## config.mk

```make
export PLATFORM = sky130hd
export DESIGN_NAME = adr_register_bank
export DESIGN_NICKNAME = d
export VERILOG_FILES = /design/src/shared/adr_pkg.sv /design/src/hw/adr_register_bank.sv
export SDC_FILE = /design/constraint.sdc
export NUM_CORES = 1
export LEC_CHECK = 0
export BUFFER_PORTS_ARGS = -buffer_cell sky130_fd_sc_hd__buf_4
export CORE_MARGIN = 2
export CORE_UTILIZATION = 45
export CTS_CLUSTER_SIZE = 12
export DETAILED_ROUTE_END_ITERATION = 6
export GPL_TIMING_DRIVEN = 0
export HOLD_SLACK_MARGIN = 0.1
export PLACE_DENSITY = 0.69
export RECOVER_POWER = 50
export SYNTH_ARGS = -nofsm -noshare
export SYNTH_HDL_FRONTEND = slang
export SYNTH_SLANG_ARGS = --single-unit
```

## constraint.sdc

```tcl
create_clock -name clk_sys -period 12.13 [get_ports clk_sys]
set_clock_uncertainty 0.1 [all_clocks]
set_input_delay 0 -clock clk_sys [delete_from_list [all_inputs] [get_ports clk_sys]]
set_output_delay 0 -clock clk_sys [all_outputs]
set_load 0.01 [all_outputs]
```

## src/shared/adr_pkg.sv

```systemverilog
/*
 * Constants, types and register map of the audio decoder register bank.
 * Assumes one system clock; the two-wire bus pins arrive asynchronously.
 */
// Contract
// - Every register is eight bits; only whole-byte reads and writes are made.
// - Registers without reset value hold undefined content after reset.
// - Read-only revision register sits at sub-address zero.
// - Read-only identification register at sub-address one returns a fixed code.
// - Clock control bit 0 loads the new fraction into the clock switch.
// - Clock control bit 1 feeds the output-clock divider from the crystal.
// - Clock control bit 2 feeds the processor-clock divider from the crystal.
// - Clock control bit 3 disables the oscillator output.
// - Clock control bit 4 puts the system clock on the output-clock pin.
// - Clock control bit 5 enables the output-clock pad as output.
// - Clock control bit 6 disables the crystal output pad.
// - Clock control bit 7 enables the shared buffered-clock or request pin.
// - Multiplier and input-divider registers are read-write, owned by firmware.
// - Request polarity: value one sends while high, bit two inverts it.
// - Sub-address counter increments after every byte read or written.
// - Device answers only to its fixed seven-bit bus address.
`default_nettype none

package adr_pkg;

    // Two-wire bus slave address
    localparam logic [6:0] ADR_DEV_ADDR      = 7'h43;

    // Sub-addresses served by dedicated logic
    localparam logic [7:0] ADR_REVISION      = 8'h00;
    localparam logic [7:0] ADR_IDENT         = 8'h01;
    localparam logic [7:0] ADR_CLKCTL        = 8'h05;
    localparam logic [7:0] ADR_FAULT         = 8'h0f;
    localparam logic [7:0] ADR_SOFT_RESET    = 8'h10;
    localparam logic [7:0] ADR_SYNC          = 8'h40;
    localparam logic [7:0] ADR_ANC_LOW       = 8'h41;
    localparam logic [7:0] ADR_ANC_HIGH      = 8'h42;
    localparam logic [7:0] ADR_HEAD_UPPER    = 8'h43;
    localparam logic [7:0] ADR_HEAD_MIDDLE   = 8'h44;
    localparam logic [7:0] ADR_HEAD_LOWER    = 8'h45;
    localparam logic [7:0] ADR_FRAMES_LOW    = 8'h67;
    localparam logic [7:0] ADR_FRAMES_MID    = 8'h68;
    localparam logic [7:0] ADR_FRAMES_HIGH   = 8'h69;
    localparam logic [7:0] ADR_MEAN_RATE     = 8'h6a;
    localparam logic [7:0] ADR_FW_REVISION   = 8'h71;

    // Clock generator control reset value and bit positions
    localparam logic [7:0] ADR_CLKCTL_RESET  = 8'ha1;
    localparam int         ADR_BIT_FRAC_LOAD = 0;
    localparam int         ADR_BIT_REQ_INV   = 2;

    // Plain read-write bank: slot order, reset values and useful-bit masks
    localparam int         ADR_NRW           = 30;
    localparam int         ADR_SLOT_REQUEST_LINE_POLARITY  = 2;
    localparam int         ADR_SLOT_REFRESH  = 6;
    localparam int         ADR_SLOT_GO       = 25;
    localparam logic [7:0] ADR_RW_ADDR [ADR_NRW] = '{
        8'h06, 8'h07, 8'h0c, 8'h0d, 8'h13, 8'h14, 8'h16, 8'h18, 8'h46, 8'h47,
        8'h48, 8'h49, 8'h4d, 8'h4e, 8'h50, 8'h51, 8'h52, 8'h53, 8'h54, 8'h55,
        8'h56, 8'h61, 8'h63, 8'h64, 8'h65, 8'h72, 8'h77, 8'h78, 8'h79, 8'h7a};
    localparam logic [7:0] ADR_RW_RESET [ADR_NRW] = '{
        8'h0c, 8'h00, 8'h01, 8'h04, 8'h01, 8'h00, 8'h00, 8'h00, 8'h00, 8'hff,
        8'h00, 8'hff, 8'h00, 8'h00, 8'h00, 8'h00, 8'h00, 8'h00, 8'h03, 8'h21,
        8'h00, 8'h07, 8'h00, 8'h46, 8'h5b, 8'h00, 8'h00, 8'h00, 8'h00, 8'h00};
    localparam logic [7:0] ADR_RW_MASK [ADR_NRW] = '{
        8'hff, 8'hff, 8'hff, 8'hff, 8'hff, 8'hff, 8'hff, 8'hff, 8'hff, 8'hff,
        8'hff, 8'hff, 8'h03, 8'h01, 8'hff, 8'hff, 8'hff, 8'h0f, 8'hff, 8'hff,
        8'hff, 8'hff, 8'hff, 8'hff, 8'hff, 8'hff, 8'hff, 8'hff, 8'hff, 8'hff};

    typedef logic [ADR_NRW-1:0][7:0] adr_bank_type;

    // Clock generator control, bit 7 down to bit 0
    typedef struct packed {
        logic buffered_clock_pin_enable;
        logic crystal_out_pad_disable;
        logic outclock_pad_enable;
        logic system_clock_on_outpin;
        logic oscillator_output_disable;
        logic crystal_to_core_divider;
        logic crystal_to_outclk_divider;
        logic fraction_load_strobe;
    } adr_clkctl_type;

    // Decoder state shown through the read-only registers
    typedef struct packed {
        logic [7:0]  fault_code;
        logic [7:0]  lock_state;
        logic [15:0] side_bits_count;
        logic [23:0] frame_header;
        logic [23:0] frames_decoded;
        logic [7:0]  mean_rate;
        logic [7:0]  firmware_revision;
    } adr_status_type;

    // Two-wire slave states
    typedef enum logic [2:0] {
        ADR_IDLE    = 3'b000,
        ADR_DEVSEL  = 3'b001,
        ADR_SUBADDR = 3'b010,
        ADR_WRITE   = 3'b011,
        ADR_READ    = 3'b100
    } adr_state_type;

endpackage

`default_nettype wire
```

## src/hw/adr_register_bank.sv

```systemverilog
/*
 * Register bank of the audio decoder with its two-wire bus slave.
 * Assumes the bus pins are asynchronous, the data pin is open drain and is
 * resolved outside, and decoder status arrives on the system clock.
 * Bus clock phases must last eight clocks or more.
 * No clock stretching; the address is fixed.
 * The voice window is not modelled here.
 * Unmapped places read zero.
 * Writes to them are acknowledged and dropped.
 */
`default_nettype none

module adr_register_bank
    import adr_pkg::*;
#(
    parameter logic [7:0] REVISION_CODE = 8'h11,   // Arbitrary value
    parameter logic [7:0] IDENT_CODE    = 8'h5a    // Arbitrary value
) (
    input  wire logic           clk_sys,
    input  wire logic           sys_rst,
    input  wire logic           scl_pin,
    input  wire logic           sda_pin_in,
    output var  logic           sda_pin_out,
    output var  logic           sda_pin_oe,
    input  wire adr_status_type status,
    output var  adr_clkctl_type clk_ctrl,
    output var  adr_bank_type   ctrl_bank,
    output var  logic           fraction_load_strobe,
    output var  logic           req_active_high,
    output var  logic           soft_reset_pulse
);

    // Finds the bank slot of a sub-address
    // All ones: no storage here
    // A new slot needs only a table entry
    function automatic logic [5:0] slot_of(input logic [7:0] addr);
        logic [5:0] hit;
        hit = 6'h3f;
        for (int i = 0; i < ADR_NRW; i++) begin
            if (ADR_RW_ADDR[i] == addr) begin
                hit = 6'(i);
            end
        end
        return hit;
    endfunction

    // Pin filter and bus events
    logic [2:0]    scl_sync;
    logic [2:0]    sda_sync;
    logic          scl_level;
    logic          sda_level;
    logic          scl_prev;
    logic          sda_prev;
    logic          scl_rise;
    logic          scl_fall;
    logic          bus_start;
    logic          bus_stop;

    // Slave sequence
    adr_state_type state;
    logic [3:0]    bit_cnt;
    logic [7:0]    shift_in;
    logic [7:0]    shift_out;
    logic [7:0]    sub_ptr;
    logic          read_mode;

    // Decoded events
    logic          byte_done;
    logic          ack_done;
    logic          wr_fire;
    logic [7:0]    rd_value;
    logic [5:0]    wr_slot;
    logic [5:0]    rd_slot;

    // Three flops per pin; the first is read only by the second
    // Reset high: no false edge
    always_ff @(posedge clk_sys or posedge sys_rst) begin
        if (sys_rst) begin
            scl_sync <= 3'h7;
            sda_sync <= 3'h7;
        end else begin
            scl_sync <= {scl_sync[1:0], scl_pin};
            sda_sync <= {sda_sync[1:0], sda_pin_in};
        end
    end

    // A level counts once the second and third flops agree
    // Glitches of one clock are dropped
    always_ff @(posedge clk_sys or posedge sys_rst) begin
        if (sys_rst) begin
            scl_level <= 1'b1;
            sda_level <= 1'b1;
        end else begin
            if (scl_sync[1] == scl_sync[2]) begin
                scl_level <= scl_sync[2];
            end
            if (sda_sync[1] == sda_sync[2]) begin
                sda_level <= sda_sync[2];
            end
        end
    end

    // Previous filtered levels for edge detection
    // Reset to the idle pin level
    always_ff @(posedge clk_sys or posedge sys_rst) begin
        if (sys_rst) begin
            scl_prev <= 1'b1;
            sda_prev <= 1'b1;
        end else begin
            scl_prev <= scl_level;
            sda_prev <= sda_level;
        end
    end

    // Bus events; data moving while the clock is high marks start or stop
    // Both need the clock high
    // Stop idles the slave in mid byte
    assign scl_rise  = scl_level & ~scl_prev;
    assign scl_fall  = ~scl_level & scl_prev;
    assign bus_start = scl_level & scl_prev & sda_prev & ~sda_level;
    assign bus_stop  = scl_level & scl_prev & ~sda_prev & sda_level;

    // Falling edge closing the eighth data bit, and the one closing the ack slot
    // A fall leaves a low phase for setup
    // The ack slot ends after the ninth rise
    assign byte_done = scl_fall & (bit_cnt == 4'd8);
    assign ack_done  = scl_fall & (bit_cnt == 4'd9);
    assign wr_fire   = byte_done & (state == ADR_WRITE);
    assign wr_slot   = slot_of(sub_ptr);
    assign rd_slot   = slot_of(sub_ptr);

    // Read data for the current sub-address; unmapped and write-only read zero
    // Status is shown live
    // Unmapped places never show stale data
    always_comb begin
        rd_value = 8'h00;
        unique case (sub_ptr)
            ADR_REVISION:    rd_value = REVISION_CODE;
            ADR_IDENT:       rd_value = IDENT_CODE;
            ADR_CLKCTL:      rd_value = clk_ctrl;
            ADR_FAULT:       rd_value = status.fault_code;
            ADR_SYNC:        rd_value = status.lock_state;
            ADR_ANC_LOW:     rd_value = status.side_bits_count[7:0];
            ADR_ANC_HIGH:    rd_value = status.side_bits_count[15:8];
            ADR_HEAD_UPPER:  rd_value = status.frame_header[23:16];
            ADR_HEAD_MIDDLE: rd_value = status.frame_header[15:8];
            ADR_HEAD_LOWER:  rd_value = status.frame_header[7:0];
            ADR_FRAMES_LOW:  rd_value = status.frames_decoded[7:0];
            ADR_FRAMES_MID:  rd_value = status.frames_decoded[15:8];
            ADR_FRAMES_HIGH: rd_value = status.frames_decoded[23:16];
            ADR_MEAN_RATE:   rd_value = status.mean_rate;
            ADR_FW_REVISION: rd_value = status.firmware_revision;
            default: begin
                if (rd_slot != 6'h3f) begin
                    rd_value = ctrl_bank[rd_slot[4:0]];
                end
            end
        endcase
    end

    // Slave sequence: select, sub-address, then data bytes until stop
    // A start wins, even in mid byte
    // A read nack idles until next start
    always_ff @(posedge clk_sys or posedge sys_rst) begin
        if (sys_rst) begin
            state     <= ADR_IDLE;
            read_mode <= 1'b0;
        end else if (bus_start) begin
            state <= ADR_DEVSEL;                                               // Repeated start too
        end else if (bus_stop) begin
            state <= ADR_IDLE;
        end else if (byte_done && state == ADR_DEVSEL) begin
            if (shift_in[7:1] == ADR_DEV_ADDR) begin
                read_mode <= shift_in[0];
            end else begin
                state <= ADR_IDLE;                                             // Not ours: wait for start
            end
        end else if (scl_rise && bit_cnt == 4'd8 && state == ADR_READ && sda_level) begin
            state <= ADR_IDLE;                                                 // Master refused more data
        end else if (ack_done) begin
            unique case (state)
                ADR_DEVSEL:  state <= read_mode ? ADR_READ : ADR_SUBADDR;
                ADR_SUBADDR: state <= ADR_WRITE;
                default:     state <= state;
            endcase
        end
    end

    // Bit counter: 0..7 data bits, 8 ack slot, 9 ack slot done
    // Idle holds zero: no stray byte ends
    // At a fall it names the bit about to start
    always_ff @(posedge clk_sys or posedge sys_rst) begin
        if (sys_rst) begin
            bit_cnt <= 4'd0;
        end else if (bus_start || bus_stop || state == ADR_IDLE) begin
            bit_cnt <= 4'd0;
        end else if (ack_done) begin
            bit_cnt <= 4'd0;
        end else if (scl_rise) begin
            bit_cnt <= bit_cnt + 4'd1;
        end
    end

    // Incoming bits are sampled on the clock's rising edge, MSB first
    // Ack slot is not shifted
    // Filtered level: four clocks late
    always_ff @(posedge clk_sys or posedge sys_rst) begin
        if (sys_rst) begin
            shift_in <= 8'h00;
        end else if (scl_rise && bit_cnt < 4'd8) begin
            shift_in <= {shift_in[6:0], sda_level};
        end
    end

    // Sub-address counter steps after every byte written or read
    // Wraps at the top
    // Read moves it when a byte is latched
    always_ff @(posedge clk_sys or posedge sys_rst) begin
        if (sys_rst) begin
            sub_ptr <= 8'h00;
        end else if (byte_done && state == ADR_SUBADDR) begin
            sub_ptr <= shift_in;
        end else if (wr_fire) begin
            sub_ptr <= sub_ptr + 8'h01;
        end else if (ack_done && state == ADR_READ) begin
            sub_ptr <= sub_ptr + 8'h01;
        end else if (ack_done && state == ADR_DEVSEL && read_mode) begin
            sub_ptr <= sub_ptr + 8'h01;
        end
    end

    // Byte to send is captured as the ack slot ends, so later writes cannot tear it
    // Limitation: counters may tear
    // across bytes of one multi-byte read
    always_ff @(posedge clk_sys or posedge sys_rst) begin
        if (sys_rst) begin
            shift_out <= 8'h00;
        end else if (ack_done && (state == ADR_READ || (state == ADR_DEVSEL && read_mode))) begin
            shift_out <= rd_value;
        end
    end

    // Open-drain data pin: only ever pulled low, released otherwise
    // Changes come five clocks after a fall,
    // so data never moves with clock high
    // Start and stop release the line
    always_ff @(posedge clk_sys or posedge sys_rst) begin
        if (sys_rst) begin
            sda_pin_out <= 1'b0;
            sda_pin_oe  <= 1'b0;
        end else begin
            sda_pin_out <= 1'b0;
            if (bus_start || bus_stop) begin
                sda_pin_oe <= 1'b0;
            end else if (byte_done) begin
                // Acknowledge our select and every byte we receive
                sda_pin_oe <= (state == ADR_DEVSEL && shift_in[7:1] == ADR_DEV_ADDR) ||
                              state == ADR_SUBADDR || state == ADR_WRITE;
            end else if (ack_done) begin
                if (state == ADR_READ || (state == ADR_DEVSEL && read_mode)) begin
                    sda_pin_oe <= ~rd_value[7];
                end else begin
                    sda_pin_oe <= 1'b0;
                end
            end else if (scl_fall && state == ADR_READ && bit_cnt < 4'd8) begin
                sda_pin_oe <= ~shift_out[3'(4'd7 - bit_cnt)];
            end
        end
    end

    // Clock generator control; each field above bit zero steers the clock tree directly
    // Reset: bits seven, five, zero set
    // No side effect beyond the strobe
    always_ff @(posedge clk_sys or posedge sys_rst) begin
        if (sys_rst) begin
            clk_ctrl <= adr_clkctl_type'(ADR_CLKCTL_RESET);
        end else if (wr_fire && sub_ptr == ADR_CLKCTL) begin
            clk_ctrl <= adr_clkctl_type'(shift_in);
        end
    end

    // Fraction update is a one-cycle pulse to the clock switch on each loading write
    // Stored bit alone does not reload
    always_ff @(posedge clk_sys or posedge sys_rst) begin
        if (sys_rst) begin
            fraction_load_strobe <= 1'b0;
        end else begin
            fraction_load_strobe <= wr_fire && sub_ptr == ADR_CLKCTL &&
                                    shift_in[ADR_BIT_FRAC_LOAD];
        end
    end

    // Plain read-write bank, one generate branch per slot
    // Flops cost area, reads are at once
    // Masks keep unused bits at zero
    generate
        for (genvar g = 0; g < ADR_NRW; g++) begin : g_bank
            always_ff @(posedge clk_sys or posedge sys_rst) begin
                if (sys_rst) begin
                    ctrl_bank[g] <= ADR_RW_RESET[g];
                end else if (wr_fire && wr_slot == 6'(g)) begin
                    // Bits beyond the register's useful size stay zero
                    ctrl_bank[g] <= shift_in & ADR_RW_MASK[g];
                end else if (soft_reset_pulse && (g == ADR_SLOT_REFRESH || g == ADR_SLOT_GO)) begin
                    // Soft reset clears the command registers and idles the decoder
                    // A write in the same clock wins
                    ctrl_bank[g] <= ADR_RW_RESET[g];
                end
            end
        end
    endgenerate

    // Read-only and unmapped locations have no storage, so writes fall away
    // Such a write still gets its ack

    // Soft reset fires on any write to its location, whatever the data
    // One clock wide
    // Any data counts, zero too
    always_ff @(posedge clk_sys or posedge sys_rst) begin
        if (sys_rst) begin
            soft_reset_pulse <= 1'b0;
        end else begin
            soft_reset_pulse <= wr_fire && sub_ptr == ADR_SOFT_RESET;
        end
    end

    // Request level: high by default, low once the invert bit is written
    // Registered: no glitch on writes
    // Only bit two matters
    always_ff @(posedge clk_sys or posedge sys_rst) begin
        if (sys_rst) begin
            req_active_high <= 1'b1;
        end else begin
            req_active_high <= ~ctrl_bank[ADR_SLOT_REQUEST_LINE_POLARITY][ADR_BIT_REQ_INV];
        end
    end

endmodule

`default_nettype wire

```

==> key figures <==
Pwr
  • Leak: about 0.0083 uW
  • Power Total: around 2200 uW
  • Worst vdd ir: between 0.07 and 0.08 mV
  • Power per cell area: about 120 mW/mm^2

Synth
  • Post-Synth Simple-Gate Area: 0.132
  • Post-synth cell types: ~110
  • Yosys Warn Count: 0
  • Xor/xnor share of the synthesized area: 0.00350
  • Synth Cell Area: 0.0150 sq mm
  • Fraction of registers with async set or reset after synthesis: 1.00
  • Sequential fraction of the synthesis area: 0.466
  • EDFF count, synth: 0
  • Synth Area in Compound Gates: 0.141
  • Largest family of logic cells by synthesized area: multiplexers
  • Mux cell area share after synthesis: 0.211
  • Flops & latches, synth: ~280
  • Most used DFF post-synth: dfrtp_1
  • Gate count after technology mapping: about 1,400
  • Syn Area/Cell: roughly 11 sq um
  • Synth Area in Adders: 0.00634

STA
  • TNS Setup: 0 ns
  • Fin. max-slew vios: 71
  • RSZ-0062 raised after global routing: false
  • Final setup vio count: 0
  • Post-route minimum period: ~5.2 ns
  • Final Hold Vio Count: 0
  • Final period util: 0.432
  • Worst-margin pin slew: 3.31 ns
  • Fmax: approximately 190 MHz
  • Slew headroom: -1.22

Hold path
  • Hold Crit Class: input port to register

Setup path
  • CP endpoint kind: register
  • Crit path required time: about 12 ns
  • Startpoint types: register
  • Critical path class: register to register
  • Worst-path fanout max: 10
  • Arrival time at the worst endpoint: approximately 5.6 ns

Die
  • Die ar.: about 0.035 sq mm
  • Initial Util: 0.459
  • Die extent in x: roughly 190 um
  • Core area: approximately 0.033 sq mm
  • Boundary Pins: roughly 350
  • FP Rows: 66
  • Die Y-Extent: between 150 and 200 um

Global routing
  • Antenna violations before repair: 1
  • Global-route usage over all layers: 0.368
  • Gr ovfl total: 0
  • Largest net degree at the start of global routing: roughly 110
  • First-pass GRT wire length: 95,200 um
  • Via count of the first global-routing pass: roughly 14,000

Outcome
  • Failing checks: max-capacitance violations, max-slew violations
  • Status: finished with violations

Clock network
  • Max Root-Sink Buffers: 3
  • Htree depth: 1
  • Clk sink count: between 200 and 300
  • Clock Latency Late Sink: approximately 0.57 ns
  • Num CTS Buffers: 30
  • CTS tree: yes
  • Number of setup buffers added after CTS: 0
  • Clock-pin slew on the worst setup and hold paths: roughly 0.070 ns
  • Root Driver: clkbuf_16

Layout
  • Most common cell after layout, fill and taps aside: clkbuf_1
  • Commonest non-fill, non-tap cells in the layout: clkbuf_1, mux2_2, dfrtp_1
  • Area Growth Syn to Fin: 23.8%
  • Non-filler instance count after layout: ~2,200
  • Nets: around 1,900
  • Multi-input combinational cell area: roughly 0.0075 sq mm
  • Finished Core Util: 0.568
  • FF+latch area: ~0.007 sq mm
  • Filler cell count: between 3,000 and 4,000
  • Share of cells above drive strength 1: 0.292
  • # diodes: 0

Routing
  • Final WL: 66,100 um
  • Drt drc: 0
  • Routed WL per cell: between 20 and 30 um
  • Vias/cell: approximately 6.3
  • Initial DRC Count: between 1,000 and 1,500
  • TritonRoute pass-1 iters: 5
  • Routed Antenna Nets: 0
  • Vias: around 14,000

Placed design
  • HPWL after DPL: between 40,000 and 50,000 um
  • Final Wtd Congestion: about 0.98
  • Placed cell count: roughly 2,200
  • Port bufs: ~330

Run
  • Max cap viols: 1
through the flow:
stage / instance area [sq um] / setup WS, ns / hold WS, ns
after global routing: 18600 / 6.84 / 0.148
after detailed placement: 18200 / 7.16 / -0.0134
after global placement: 18100 / 1.39 / 0.00899
after floorplan: 15100 / 4.48 / -0.0955
final: 18600 / 6.88 / 0.182
after CTS: 19300 / 7.14 / 0.123
power by group:
group	internal (uW)	total, uW	switching, uW
combinational	84.7	341	257
clock	518	910	392
sequential	948	993	44.5
total	1550	2240	693
flip-flops by register name, summed over array words and instances, names as in the netlist, 3 cells and up:
name / count
sub_ptr: 8
shift_out: 8
ctrl_bank: 223
shift_in: 8
bit_cnt: 4
state: 3
clk_ctrl: 8
scl_sync: 3
sda_sync: 3
repair_timing:
item | CTS | global route
gates resized for setup | 0 | 0
endpoints found under the hold margin | 241 | 0
hold buffers | 16 | 0
metal layers:
metal / up-vias / routed length [um] / global-route usage
li1: 5849 / - / -
met1: 7051 / 25000 / 0.469
met2: 1003 / 30200 / 0.588
met3: 229 / 6770 / 0.0797
met4: 0 / 4090 / 0.197
met5: - / 0 / 0
layout make-up:
cell class	instances	share of cell area
buffer	114	0.0308
clock buffer	50	0.0499
clock inverter	6	0.00195
inverter	9	0.00189
multi-input combinational	979	0.402
sequential	277	0.377
tap	442	0.0298
timing repair buffer	352	0.107
critical path, stage by stage, from the launching register on:
cell      delay (ns)
dfrtp_1         0.41
inv_1           0.11
ha_1            0.15
clkbuf_1        0.38
clkbuf_1        0.50
nor3b_1         0.58
nor2_1          0.16
nor2_1          0.24
o311a_1         0.41
nor2_1          0.14
buf_2           0.31
nor2_2          0.60
nand2_1         0.58
mux2_2          0.44
cell families (layout without fill, tap and decap cells):
family,Yosys count,count (layout)
mux,282,282
other cells,1,18
xor+xnor,6,6
fa+ha+maj,8,8
simple gates,377,377
compound gates,288,288
buf+inv,123,531
flops,277,277
worst paths after layout:
kind / startpoint / to / slack [ns] / depth (start not counted)
setup / recovery: sub_ptr[1] / ctrl_bank[44] / 6.88 / 13
setup reg to reg: sub_ptr[1] / ctrl_bank[44] / 6.88 / 13
max in group asynchronous: sys_rst / ctrl_bank[0] / 8.99 / 4
hold / removal: status[42] / shift_out[2] / 0.18 / 6
min in group asynchronous: sys_rst / ctrl_bank[156] / 1.43 / 4
hold reg to reg: sda_sync[0] / sda_sync[1] / 0.26 / 0
cells in the mapped netlist (20+ instances only):
| master | instances | area (sq um) |
|---|---|---|
| nand3_1 | 43 | 215 |
| mux2_2 | 234 | 2640 |
| clkbuf_1 | 55 | 206 |
| o21ai_0 | 64 | 320 |
| dfstp_2 | 50 | 1310 |
| nand2_1 | 127 | 477 |
| nor2_1 | 58 | 218 |
| buf_4 | 25 | 188 |
| buf_2 | 27 | 135 |
| a22oi_1 | 30 | 225 |
| dfrtp_1 | 227 | 5680 |
| nand2b_1 | 20 | 125 |
| nor2b_1 | 20 | 125 |
| a21oi_1 | 30 | 150 |
| mux2i_1 | 35 | 350 |
| a31oi_1 | 25 | 156 |
| nor3_1 | 21 | 105 |
No activity file was read; power rests on OpenSTA's default activity.
